## config.mk

```make
export PLATFORM = sky130hd
export DESIGN_NAME = ect_capture_timer
export DESIGN_NICKNAME = d
export VERILOG_FILES = /design/src/logic/ect_pkg.sv /design/src/logic/ect_evt_if.sv /design/src/logic/ect_capture_timer.sv /design/src/logic/ect_input_filter.sv /design/src/logic/ect_prescaler.sv
export VERILOG_INCLUDE_DIRS = /design/src /design/src/logic
export SDC_FILE = /design/constraint.sdc
export NUM_CORES = 1
export LEC_CHECK = 0
export ABC_CLOCK_PERIOD_IN_PS = 11800
export BUFFER_PORTS_ARGS = -buffer_cell sky130_fd_sc_hd__buf_2
export CAP_MARGIN = 20
export CORE_UTILIZATION = 60
export CTS_CLUSTER_SIZE = 12
export DETAILED_ROUTE_END_ITERATION = 12
export HOLD_SLACK_MARGIN = 0.06
export PLACE_DENSITY = 0.78
export SKIP_LAST_GASP = 1
export SLEW_MARGIN = 20
export SYNTH_ARGS = -nofsm -noshare
export SYNTH_HDL_FRONTEND = slang
export SYNTH_SLANG_ARGS = --single-unit
```

## constraint.sdc

```tcl
create_clock -name mclk -period 11.8 [get_ports mclk]
set_clock_uncertainty 0.2 [all_clocks]
set_input_delay 0 -clock mclk [delete_from_list [all_inputs] [get_ports mclk]]
set_output_delay 0 -clock mclk [all_outputs]
set_load 0.01 [all_outputs]
```

## src/logic/ect_regs.svh

```systemverilog
`ifndef ECT_REGS_SVH
`define ECT_REGS_SVH

// ==========================================================
// register byte offsets, one 32-bit word each, arrays one word per entry
`define ECT_OFF_CHSEL 12'h000
`define ECT_OFF_TSCR 12'h004
`define ECT_OFF_COUNT 12'h008
`define ECT_OFF_EDGE 12'h00C
`define ECT_OFF_OVW 12'h010
`define ECT_OFF_SYS 12'h014
`define ECT_OFF_MODCTL 12'h018
`define ECT_OFF_MODCNT 12'h01C
`define ECT_OFF_MODFLG 12'h020
`define ECT_OFF_DELAY 12'h024
`define ECT_OFF_STATUS 12'h028
`define ECT_OFF_CAP 12'h040
`define ECT_OFF_HOLD 12'h060
`define ECT_OFF_ACC 12'h070
`define ECT_OFF_ACCH 12'h080

// ==========================================================
// field positions
`define ECT_TSCR_EN 7
`define ECT_TSCR_PS_LSB 0
`define ECT_SYS_LATCH_QUEUE_SELECT 0
`define ECT_SYS_SAT 1
`define ECT_SYS_PAIR0 2
`define ECT_SYS_PAIR1 3
`define ECT_MOD_EN 0
`define ECT_MOD_RELOAD 1
`define ECT_MOD_LATEN 2
`define ECT_MOD_FLAT 3
`define ECT_MOD_PS_LSB 4

// ==========================================================
// reset values
`define ECT_RST_BYTE 8'h00
`define ECT_RST_WORD 16'h0000
`define ECT_RST_EDGE 16'h0000

// ==========================================================
// timing
`define ECT_MCLK_MHZ 20
`define ECT_DLY1_NS 800
`define ECT_DLY2_NS 1600
`define ECT_DLY3_NS 3200
`define ECT_NS_TO_CYC(ns) ((((ns) * `ECT_MCLK_MHZ) + 999) / 1000)

`endif

```

## src/logic/ect_pkg.sv

```systemverilog
package ect_pkg;
  typedef logic [15:0] ect_word_t;
  typedef logic [7:0] ect_byte_t;
  typedef enum logic [1:0] {
    ECT_EDGE_OFF,
    ECT_EDGE_RISE,
    ECT_EDGE_FALL,
    ECT_EDGE_ANY
  } ect_edge_t;
endpackage

```

## src/logic/ect_evt_if.sv

```systemverilog
`timescale 1ns/1ps
interface ect_evt_if;
  logic [7:0] capEdge;
  logic timerTick;
  logic modTick;
  modport filt(output capEdge);
  modport pre(output timerTick, output modTick);
  modport core(input capEdge, input timerTick, input modTick);
endinterface

```

## src/logic/ect_capture_timer.sv

```systemverilog
`timescale 1ns/1ps
`include "ect_regs.svh"
// Behaviour
// - eight channels, clear select bit picks capture
// - 16-bit main counter, 7-bit prescaler
// - four channels add a holding register
// - capture empty after read or transfer
// - holding register empty only after read
// - valid edge stores counter, newer replaces
// - guard set: plain capture only when empty
// - latch mode copies on modulus zero events
// - latch mode without guard overwrites holding
// - buffered guard: each register only when empty
// - queue mode shifts capture into holding
// - queue hold read latches, clears accumulator
// - four 8-bit edge accumulators with holding
// - saturation bit stops unpaired accumulators at max
// - accumulator pairs form 16-bit counters
// - latch events in latch mode copy and clear accumulators
// - 16-bit modulus down-counter, 4-bit prescaler
// - modulus latching periodic or only once
// - selectable input delay rejects glitches
module ect_capture_timer (
  input wire logic mclk,           // module clock, 20 MHz
  input wire logic sys_rst,        // sync reset, active high
  input wire logic psel,           // apb select
  input wire logic penable,        // apb enable
  input wire logic pwrite,         // apb direction
  input wire logic [11:0] paddr,   // apb byte address
  input wire logic [31:0] pwdata,  // apb write data
  input wire logic [7:0] capPin,   // capture input pins
  output logic [31:0] prdata,      // apb read data
  output logic pready,             // apb ready
  output logic pslverr,            // apb error, unmapped
  output logic modZeroFlag         // modulus reached zero
);
  ect_evt_if evt ();

  logic [7:0] chSel, ovw, capFull;
  logic [2:0] tPs;
  logic tEn, latch_queue_select, sat, pair0, pair1;
  logic modEn, modReload, modLatEn, modFlag;
  logic [3:0] modPs, holdFull;
  logic [1:0] dlySel;
  logic [15:0] edgeCfg;
  ect_pkg::ect_word_t count, modCnt, modLoad;
  ect_pkg::ect_word_t cap [8];
  ect_pkg::ect_word_t hold [4];
  ect_pkg::ect_byte_t acc [4];
  ect_pkg::ect_byte_t accHold [4];

  logic [7:0] next_chSel, next_ovw, next_capFull;
  logic [2:0] next_tPs;
  logic next_tEn, next_latch_queue_select, next_sat, next_pair0, next_pair1;
  logic next_modEn, next_modReload, next_modLatEn, next_modFlag;
  logic [3:0] next_modPs, next_holdFull;
  logic [1:0] next_dlySel;
  logic [15:0] next_edgeCfg;
  ect_pkg::ect_word_t next_count, next_modCnt, next_modLoad;
  ect_pkg::ect_word_t next_cap [8];
  ect_pkg::ect_word_t next_hold [4];
  ect_pkg::ect_byte_t next_acc [4];
  ect_pkg::ect_byte_t next_accHold [4];
  logic [31:0] next_prdata;
  logic next_pready, next_pslverr;

  logic wrEn, rdStrobe, latchEvt, zeroEvt, hit;
  logic [31:0] rdData;
  logic [8:0] incLo;

  // mapped-address test shared by the read mux and the read side effects
  function automatic logic inRange(input logic [11:0] a,
                                   input logic [11:0] base,
                                   input logic [11:0] words);
    inRange = (a >= base) && (a < base + (words << 2));
  endfunction

  function automatic ect_pkg::ect_byte_t bump(
      input ect_pkg::ect_byte_t v, input logic satOn);
    if (satOn && v == 8'hFF) bump = v;
    else bump = v + 8'h01;
  endfunction

  ect_input_filter #(.NCH(8)) uFilt (
    .mclk(mclk),
    .sys_rst(sys_rst),
    .pinIn(capPin),
    .edgeCfg(edgeCfg),
    .dlySel(dlySel),
    .evt(evt)
  );

  ect_prescaler uPre (
    .mclk(mclk),
    .sys_rst(sys_rst),
    .timerEn(tEn),
    .tPs(tPs),
    .modEn(modEn),
    .modPs(modPs),
    .evt(evt)
  );

  // ==========================================================
  // register read mux
  always_comb begin
    rdData = 32'h0000_0000;
    hit = 1'b1;
    if (paddr[1:0] != 2'h0) hit = 1'b0;
    else if (paddr == `ECT_OFF_CHSEL) rdData = {24'h0, chSel};
    else if (paddr == `ECT_OFF_TSCR)
      rdData = {24'h0, tEn, 4'h0, tPs};
    else if (paddr == `ECT_OFF_COUNT) rdData = {16'h0, count};
    else if (paddr == `ECT_OFF_EDGE) rdData = {16'h0, edgeCfg};
    else if (paddr == `ECT_OFF_OVW) rdData = {24'h0, ovw};
    else if (paddr == `ECT_OFF_SYS)
      rdData = {28'h0, pair1, pair0, sat, latch_queue_select};
    else if (paddr == `ECT_OFF_MODCTL)
      rdData = {24'h0, modPs, 1'b0, modLatEn, modReload, modEn};
    else if (paddr == `ECT_OFF_MODCNT) rdData = {16'h0, modCnt};
    else if (paddr == `ECT_OFF_MODFLG) rdData = {31'h0, modFlag};
    else if (paddr == `ECT_OFF_DELAY) rdData = {30'h0, dlySel};
    else if (paddr == `ECT_OFF_STATUS)
      rdData = {20'h0, holdFull, capFull};
    else if (inRange(paddr, `ECT_OFF_CAP, 12'h008))
      rdData = {16'h0, cap[paddr[4:2]]};
    else if (inRange(paddr, `ECT_OFF_HOLD, 12'h004))
      rdData = {16'h0, hold[paddr[3:2]]};
    else if (inRange(paddr, `ECT_OFF_ACC, 12'h004))
      rdData = {24'h0, acc[paddr[3:2]]};
    else if (inRange(paddr, `ECT_OFF_ACCH, 12'h004))
      rdData = {24'h0, accHold[paddr[3:2]]};
    else hit = 1'b0;
  end

  // ==========================================================
  // apb handshake: one wait state, data ready with pready
  always_comb begin
    rdStrobe = psel && penable && !pready && !pwrite;
    wrEn = psel && penable && pready && pwrite && !pslverr;
    next_pready = psel && penable && !pready;
    next_pslverr = psel && penable && !pready && !hit;
    next_prdata = rdStrobe && hit ? rdData : 32'h0000_0000;
  end

  // ==========================================================
  // control, counters, capture and accumulators
  always_comb begin
    next_chSel = chSel;
    next_tEn = tEn;
    next_tPs = tPs;
    next_edgeCfg = edgeCfg;
    next_ovw = ovw;
    next_latch_queue_select = latch_queue_select;
    next_sat = sat;
    next_pair0 = pair0;
    next_pair1 = pair1;
    next_modEn = modEn;
    next_modReload = modReload;
    next_modLatEn = modLatEn;
    next_modPs = modPs;
    next_dlySel = dlySel;
    next_modLoad = modLoad;
    next_modFlag = modFlag;
    next_count = count;
    next_modCnt = modCnt;
    next_cap = cap;
    next_capFull = capFull;
    next_hold = hold;
    next_holdFull = holdFull;
    next_acc = acc;
    next_accHold = accHold;
    latchEvt = 1'b0;
    zeroEvt = 1'b0;
    incLo = 9'h000;

    if (evt.timerTick) next_count = count + 16'h0001;

    // modulus down-counter; reload off stops it at zero
    if (modEn && evt.modTick && modCnt != 16'h0000) begin
      next_modCnt = modCnt - 16'h0001;
      if (modCnt == 16'h0001) begin
        zeroEvt = 1'b1;
        next_modCnt = modReload ? modLoad : 16'h0000;
      end
    end
    if (zeroEvt && modLatEn) latchEvt = 1'b1;

    if (wrEn) begin
      case (paddr)
        `ECT_OFF_CHSEL: next_chSel = pwdata[7:0];
        `ECT_OFF_TSCR: begin
          next_tEn = pwdata[`ECT_TSCR_EN];
          next_tPs = pwdata[`ECT_TSCR_PS_LSB +: 3];
        end
        `ECT_OFF_EDGE: next_edgeCfg = pwdata[15:0];
        `ECT_OFF_OVW: next_ovw = pwdata[7:0];
        `ECT_OFF_SYS: begin
          next_latch_queue_select = pwdata[`ECT_SYS_LATCH_QUEUE_SELECT];
          next_sat = pwdata[`ECT_SYS_SAT];
          next_pair0 = pwdata[`ECT_SYS_PAIR0];
          next_pair1 = pwdata[`ECT_SYS_PAIR1];
        end
        `ECT_OFF_MODCTL: begin
          next_modEn = pwdata[`ECT_MOD_EN];
          next_modReload = pwdata[`ECT_MOD_RELOAD];
          next_modLatEn = pwdata[`ECT_MOD_LATEN];
          next_modPs = pwdata[`ECT_MOD_PS_LSB +: 4];
          // force-latch bit is a strobe, never stored
          if (pwdata[`ECT_MOD_FLAT]) latchEvt = 1'b1;
        end
        `ECT_OFF_MODCNT: begin
          next_modLoad = pwdata[15:0];
          next_modCnt = pwdata[15:0];
          if (pwdata[15:0] == 16'h0000) latchEvt = 1'b1;
        end
        `ECT_OFF_MODFLG: if (pwdata[0]) next_modFlag = 1'b0;
        `ECT_OFF_DELAY: next_dlySel = pwdata[1:0];
        default: ;
      endcase
    end
    if (zeroEvt) next_modFlag = 1'b1;  // set beats a clear

    // read side effects come first so events in this cycle win
    if (rdStrobe && inRange(paddr, `ECT_OFF_CAP, 12'h008))
      next_capFull[paddr[4:2]] = 1'b0;
    if (rdStrobe && inRange(paddr, `ECT_OFF_HOLD, 12'h004)) begin
      next_holdFull[paddr[3:2]] = 1'b0;
      if (!latch_queue_select) begin
        next_accHold[paddr[3:2]] = acc[paddr[3:2]];
        next_acc[paddr[3:2]] = 8'h00;
      end
    end

    // latch mode transfers to the holding registers
    if (latchEvt && latch_queue_select) begin
      for (int k = 0; k < 4; k++) begin
        if (!ovw[k] || !next_holdFull[k]) begin
          next_hold[k] = cap[k];
          next_holdFull[k] = 1'b1;
          next_capFull[k] = 1'b0;
        end  // blocked latch leaves both untouched
        next_accHold[k] = acc[k];
        next_acc[k] = 8'h00;
      end
    end

    // captures on filtered edges
    for (int i = 0; i < 8; i++) begin
      if (evt.capEdge[i] && !chSel[i]) begin
        if (i < 4 && !latch_queue_select) begin
          // queue: old capture moves down first
          if (!ovw[i] || !next_capFull[i]) begin
            if (next_capFull[i] || !ovw[i]) begin
              next_hold[i[1:0]] = next_cap[i];
              next_holdFull[i[1:0]] = next_capFull[i] | next_holdFull[i[1:0]];
            end
            next_cap[i] = count;
            next_capFull[i] = 1'b1;
          end else if (!next_holdFull[i[1:0]]) begin
            next_hold[i[1:0]] = next_cap[i];
            next_holdFull[i[1:0]] = 1'b1;
            next_cap[i] = count;
          end  // both full and guarded: dropped
        end else if (!ovw[i] || !next_capFull[i]) begin
          next_cap[i] = count;
          next_capFull[i] = 1'b1;
        end
      end
    end

    // pulse accumulators; the lower channel drives a pair
    for (int p = 0; p < 2; p++) begin
      if ((p == 0) ? pair0 : pair1) begin
        if (evt.capEdge[2*p]) begin
          incLo = {1'b0, next_acc[2*p]} + 9'h001;
          next_acc[2*p] = incLo[7:0];
          if (incLo[8]) next_acc[2*p+1] = next_acc[2*p+1] + 8'h01;
        end
      end else begin
        for (int q = 0; q < 2; q++) begin
          if (evt.capEdge[2*p+q])
            next_acc[2*p+q] = bump(next_acc[2*p+q], sat);
        end
      end
    end
  end

  always_ff @(posedge mclk) begin
    if (sys_rst) begin
      chSel <= `ECT_RST_BYTE;
      ovw <= `ECT_RST_BYTE;
      capFull <= `ECT_RST_BYTE;
      tEn <= 1'b0;
      tPs <= 3'h0;
      edgeCfg <= `ECT_RST_EDGE;
      latch_queue_select <= 1'b0;
      sat <= 1'b0;
      pair0 <= 1'b0;
      pair1 <= 1'b0;
      modEn <= 1'b0;
      modReload <= 1'b0;
      modLatEn <= 1'b0;
      modPs <= 4'h0;
      modFlag <= 1'b0;
      dlySel <= 2'h0;
      holdFull <= 4'h0;
      count <= `ECT_RST_WORD;
      modCnt <= `ECT_RST_WORD;
      modLoad <= `ECT_RST_WORD;
      for (int i = 0; i < 8; i++) cap[i] <= `ECT_RST_WORD;
      for (int k = 0; k < 4; k++) begin
        hold[k] <= `ECT_RST_WORD;
        acc[k] <= `ECT_RST_BYTE;
        accHold[k] <= `ECT_RST_BYTE;
      end
      prdata <= 32'h0000_0000;
      pready <= 1'b0;
      pslverr <= 1'b0;
      modZeroFlag <= 1'b0;
    end else begin
      chSel <= next_chSel;
      ovw <= next_ovw;
      capFull <= next_capFull;
      tEn <= next_tEn;
      tPs <= next_tPs;
      edgeCfg <= next_edgeCfg;
      latch_queue_select <= next_latch_queue_select;
      sat <= next_sat;
      pair0 <= next_pair0;
      pair1 <= next_pair1;
      modEn <= next_modEn;
      modReload <= next_modReload;
      modLatEn <= next_modLatEn;
      modPs <= next_modPs;
      modFlag <= next_modFlag;
      dlySel <= next_dlySel;
      holdFull <= next_holdFull;
      count <= next_count;
      modCnt <= next_modCnt;
      modLoad <= next_modLoad;
      cap <= next_cap;
      hold <= next_hold;
      acc <= next_acc;
      accHold <= next_accHold;
      prdata <= next_prdata;
      pready <= next_pready;
      pslverr <= next_pslverr;
      modZeroFlag <= next_modFlag;
    end
  end
endmodule

```

## src/logic/ect_input_filter.sv

```systemverilog
`timescale 1ns/1ps
`include "ect_regs.svh"
module ect_input_filter #(
  parameter int NCH = 8
) (
  input wire logic mclk,             // module clock
  input wire logic sys_rst,          // sync reset
  input wire logic [NCH-1:0] pinIn,  // raw capture pins
  input wire logic [15:0] edgeCfg,   // 2 bits per channel
  input wire logic [1:0] dlySel,     // delay counter select
  ect_evt_if.filt evt                // filtered edge pulses
);
  localparam logic [7:0] DLY1 = 8'(`ECT_NS_TO_CYC(`ECT_DLY1_NS));
  localparam logic [7:0] DLY2 = 8'(`ECT_NS_TO_CYC(`ECT_DLY2_NS));
  localparam logic [7:0] DLY3 = 8'(`ECT_NS_TO_CYC(`ECT_DLY3_NS));

  logic [NCH-1:0] s1, s2, s3, lvl, edgeQ;
  logic [NCH-1:0] next_lvl, next_edgeQ;
  logic [7:0] cnt [NCH];
  logic [7:0] next_cnt [NCH];
  logic [7:0] limit;

  function automatic logic edgeHit(input logic [1:0] cfg,
                                   input logic newLvl);
    ect_pkg::ect_edge_t m;
    m = ect_pkg::ect_edge_t'(cfg);
    case (m)
      ect_pkg::ECT_EDGE_RISE: edgeHit = newLvl;
      ect_pkg::ECT_EDGE_FALL: edgeHit = !newLvl;
      ect_pkg::ECT_EDGE_ANY: edgeHit = 1'b1;
      default: edgeHit = 1'b0;
    endcase
  endfunction

  // ==========================================================
  // delay counters
  always_comb begin
    case (dlySel)
      2'h1: limit = DLY1;
      2'h2: limit = DLY2;
      2'h3: limit = DLY3;
      default: limit = 8'h00;
    endcase
    next_lvl = lvl;
    next_edgeQ = '0;
    next_cnt = cnt;
    for (int i = 0; i < NCH; i++) begin
      // level counts only once two late stages agree
      if (s2[i] == s3[i] && s3[i] != lvl[i]) begin
        if (cnt[i] + 8'h01 >= limit) begin
          next_lvl[i] = s3[i];
          next_edgeQ[i] = edgeHit(edgeCfg[2*i +: 2], s3[i]);
          next_cnt[i] = 8'h00;
        end else begin
          next_cnt[i] = cnt[i] + 8'h01;
        end
      end else begin
        next_cnt[i] = 8'h00;  // short glitch restarts the delay
      end
    end
  end

  always_ff @(posedge mclk) begin
    if (sys_rst) begin
      s1 <= '0;
      s2 <= '0;
      s3 <= '0;
      lvl <= '0;
      edgeQ <= '0;
      for (int i = 0; i < NCH; i++) cnt[i] <= 8'h00;
    end else begin
      s1 <= pinIn;
      s2 <= s1;
      s3 <= s2;
      lvl <= next_lvl;
      edgeQ <= next_edgeQ;
      cnt <= next_cnt;
    end
  end

  assign evt.capEdge = edgeQ;
endmodule

```

## src/logic/ect_prescaler.sv

```systemverilog
`timescale 1ns/1ps
module ect_prescaler (
  input wire logic mclk,          // module clock
  input wire logic sys_rst,       // sync reset
  input wire logic timerEn,       // main timer enable
  input wire logic [2:0] tPs,     // main divide 2**tPs
  input wire logic modEn,         // modulus counter enable
  input wire logic [3:0] modPs,   // modulus divide modPs+1
  ect_evt_if.pre evt              // tick enables
);
  logic [6:0] tCnt, next_tCnt;
  logic [3:0] mCnt, next_mCnt;
  logic tTick, next_tTick, mTick, next_mTick;
  logic [6:0] mask;

  // ==========================================================
  // dividers
  always_comb begin
    mask = 7'((8'h01 << tPs) - 8'h01);
    next_tCnt = timerEn ? tCnt + 7'h01 : 7'h00;
    next_tTick = timerEn && ((tCnt & mask) == mask);
    next_mCnt = 4'h0;
    next_mTick = 1'b0;
    if (modEn) begin
      next_mTick = (mCnt == modPs);
      next_mCnt = (mCnt == modPs) ? 4'h0 : mCnt + 4'h1;
    end
  end

  always_ff @(posedge mclk) begin
    if (sys_rst) begin
      tCnt <= 7'h00;
      mCnt <= 4'h0;
      tTick <= 1'b0;
      mTick <= 1'b0;
    end else begin
      tCnt <= next_tCnt;
      mCnt <= next_mCnt;
      tTick <= next_tTick;
      mTick <= next_mTick;
    end
  end

  assign evt.timerTick = tTick;
  assign evt.modTick = mTick;
endmodule

```

==> out/results.txt <==
Status = complete, no violations
FF-to-FF path depth = 18
Post-Synth XOR/XNOR Area = 3.42%
Post-synth EDFFs = 0
Max-slew violation count = 0
Clock buffer depth = 3
CTS tree = built
Synth Cell Area = 24,000 µm²
Yosys reg bits = 501
Setup TNS = 0 ps
Routed via count = 20.0k
Total GRT Usage = 33.6%
Vias in the first global route = 19.3k
Min-delay worst type = in2reg
Clk pin slew, worst setup/hold paths = 60 ps
Synth Area in Compound Gates = 11.6%
Largest family of logic cells by synthesized area = simple AND/OR/NAND/NOR gates
Most frequent cell after synthesis = dfxtp_1
Hold EP = modCnt[15]
Power Total = 3.41 mW
Initial drt markers = 2,067
Post-synthesis mux area share = 17.8%
Die area = 40,900 µm²
Final min period = 4990 ps
Achievable frequency = 0.201 GHz
Area grow syn2layout = 11.8%
CTS Root Cell = clkbuf_16
I/O Buffers = 59
DRT Wirelength = 69.1 mm
Hold path start = pwdata[15]
Chip height = 202 µm
Num CTS Buffers = 52
Pre-antenna DRT Iters = 6
GR Overflow Total = 0
Cell taking the most area after synthesis = dfxtp_1
M2 GR Usage = 53.9%
Avg WL per Cell = 21.5 µm
Core Area = 39,100 µm²
Type of origin of the critical path = register
Slew Limit Headroom = 22.5%
PD cells = 127 nW/µm²
Finish-stage setup viols = 0
Multi-input gate area = 13,200 µm²
Initial antenna violation count = 2
Residual DRC count = 0
Fraction of post-synthesis cell area in the top cell type by area = 41.7%
Top cells by area, synth = dfxtp_1 (42%), mux2i_1 (11%), mux4_2 (6.2%)
CTS H-tree depth = 2
WP data arrival = 5230 ps
Largest net degree at the start of global routing = 123
Sequential-to-total area share from yosys stat = 41.7%
Post-CTS Setup Bufs = 0
Placed cells = 3,051
Critical Path RT = 12,040 ps
# Max-Cap Violations = 0
Via density = 6.23
Fin nets = 2,756
Kind of critical path = reg2reg
Syn. warnings = 0
GPL Wtd Cong = 0.979
Met1 GRT Util = 45.3%
Final hold vios = 0
Die X = 202 µm
Crit path max fanout = 15
Crit share post-route = 42.3%
Seq. cell area = 10,000 µm²
DP HPWL = 45.8 mm
Worst Tran Pin Value = 1160 ps
Reg-to-reg slack, setup = 6810 ps
Dpl ws = 6980 ps
Fill cells = 2,941
Final ANT Viol Nets = 0
Primary FF master, synth = dfxtp_1
Post-CTS sizing = 0
Crit. End Element = register
Met3 Usage GRT = 4.90%
Clock latency on the worst-skew pair = 620 ps
Num ports = 92
First-pass GRT wire length = 107 mm
Max VDD drop = 0.117 mV
WHS Path Cells = 4
Reg2reg start = modCnt[1]
CTS Sinks = 501
Rows = 72
Effective utilization at floorplan = 61.5%
Setup slack after layout = 6810 ps
Busiest metal layer after global routing = met2
Top post-synthesis cells by count = dfxtp_1 (501), nor2_1 (324), mux2i_1 (271)
RSZ-0062 raised after global routing = false
Crit Reg-Reg Endpoint = acc[29]
Lkg Pwr = 10.1 nW
Layout cells sized above 1 = 9.73%
WHS = 83.5 ps
Asr flop ratio synth = 0%
Hold Buf Count CTS = 71
Final cell count without fillers = 3,212
Syn Inst Count = 2,613
Post-Synth Simple-Gate Area = 19.5%
Syn_area_per_cell = 9.20 µm²
Synth unique cells = 80
Post-Synth Adder-Cell Area = 2.13%
## metrics by stage
| step | utilization, % | instance area [µm²] |
|---|---|---|
| floorplan | - | 24100 |
| global placement | 62.7 | 24500 |
| detailed placement | 62.7 | 24500 |
| CTS | 68.7 | 26900 |
| global route | 68.8 | 26900 |
| finish | 68.8 | 26900 |
## where the power goes
group	internal, mW	switching [mW]	leakage [nW]
sequential	1.70	0.00286	4.04
clock	0.908	0.678	0.799
combinational	0.0458	0.0756	5.29
## cells by family after synthesis
| logic type | after synthesis |
|---|---|
| simple gates | 975 |
| fa+ha+maj | 41 |
| mux | 343 |
| flops | 501 |
| compound gates | 440 |
| xor+xnor | 94 |
| other cells | 1 |
| buf+inv | 218 |
## critical path, stage by stage (launching register included)
cell and delay (ps):
dfxtp_1 480, inv_1 120, ha_1 220, nor3b_1 150
buf_4 200, nor3b_1 940, nand2_1 300, o21ai_2 240
a21oi_1 130, buf_4 220, and2_1 170, ha_1 200
and3_1 160, and3_1 220, nand3b_1 200, nor2b_1 290
nand3_1 130, xor2_1 180, nor3_1 60
## worst max-delay path by stage
stage	start	to	slack, ps	depth (start not counted)
2_1_floorplan	modCnt[1]	acc[21]	8040	18
6_report	modCnt[1]	acc[29]	6810	18
3_3_place_gp	modCnt[0]	acc[29]	7120	18
4_1_cts	modCnt[1]	acc[29]	6930	18
3_5_place_dp	modCnt[1]	acc[29]	6980	18
5_1_grt	modCnt[0]	acc[29]	6570	18
## cell type report
cell class                 count  share of cell area (%)
antenna                        1                 0.00931
clock buffer                  79                    5.66
clock inverter                10                   0.410
inverter                      27                   0.377
multi-input combinational   1917                    49.2
sequential                   501                    37.3
tap                          518                    2.41
timing repair buffer         159                    4.61
## cell usage in the layout (no fill, tap or decap), types with 8 or more instances in the layout
cell / instances
and3b_1: 8
buf_2: 56
a22oi_1: 9
dfxtp_1: 501
a21boi_0: 8
nor2b_1: 52
clkbuf_8: 12
nand3_1: 89
or3_1: 18
clkbuf_1: 15
and2_1: 19
o21ai_0: 86
nand2b_1: 118
a211o_1: 8
o21a_1: 9
ha_1: 41
buf_4: 31
conb_1: 24
a21oi_1: 162
xnor2_1: 40
clkbuf_16: 52
nand2_1: 226
nor3_1: 33
inv_1: 25
nor2_1: 324
nand4_1: 14
a222oi_1: 8
o22ai_1: 9
a221oi_1: 22
o211ai_1: 13
mux2i_1: 271
a31oi_1: 20
mux4_2: 66
nor4_1: 10
and3_1: 16
xor2_1: 54
a211oi_1: 22
a21o_1: 15
dlygate4sd3_1: 71
## per-layer routing
layer	up-vias	share of wire, %
met4	2	4.0
met3	158	8.3
met1	9715	42
met2	888	46
li1	9258	-
met5	-	0.014
## registers in the layout, indices dropped and copies added (netlist names), 7 cells and up
signal	flops
chSel	8
edgeCfg	16
cap	128
capFull	8
accHold	32
uFilt.evt.capEdge	8
uFilt.s1	8
uFilt.cnt	64
uPre.tCnt	7
modLoad	16
modCnt	16
uFilt.s3	8
ovw	8
prdata	16
uFilt.s2	8
hold	64
uFilt.lvl	8
count	16
acc	32
Power figures use the tool's default switching activity.
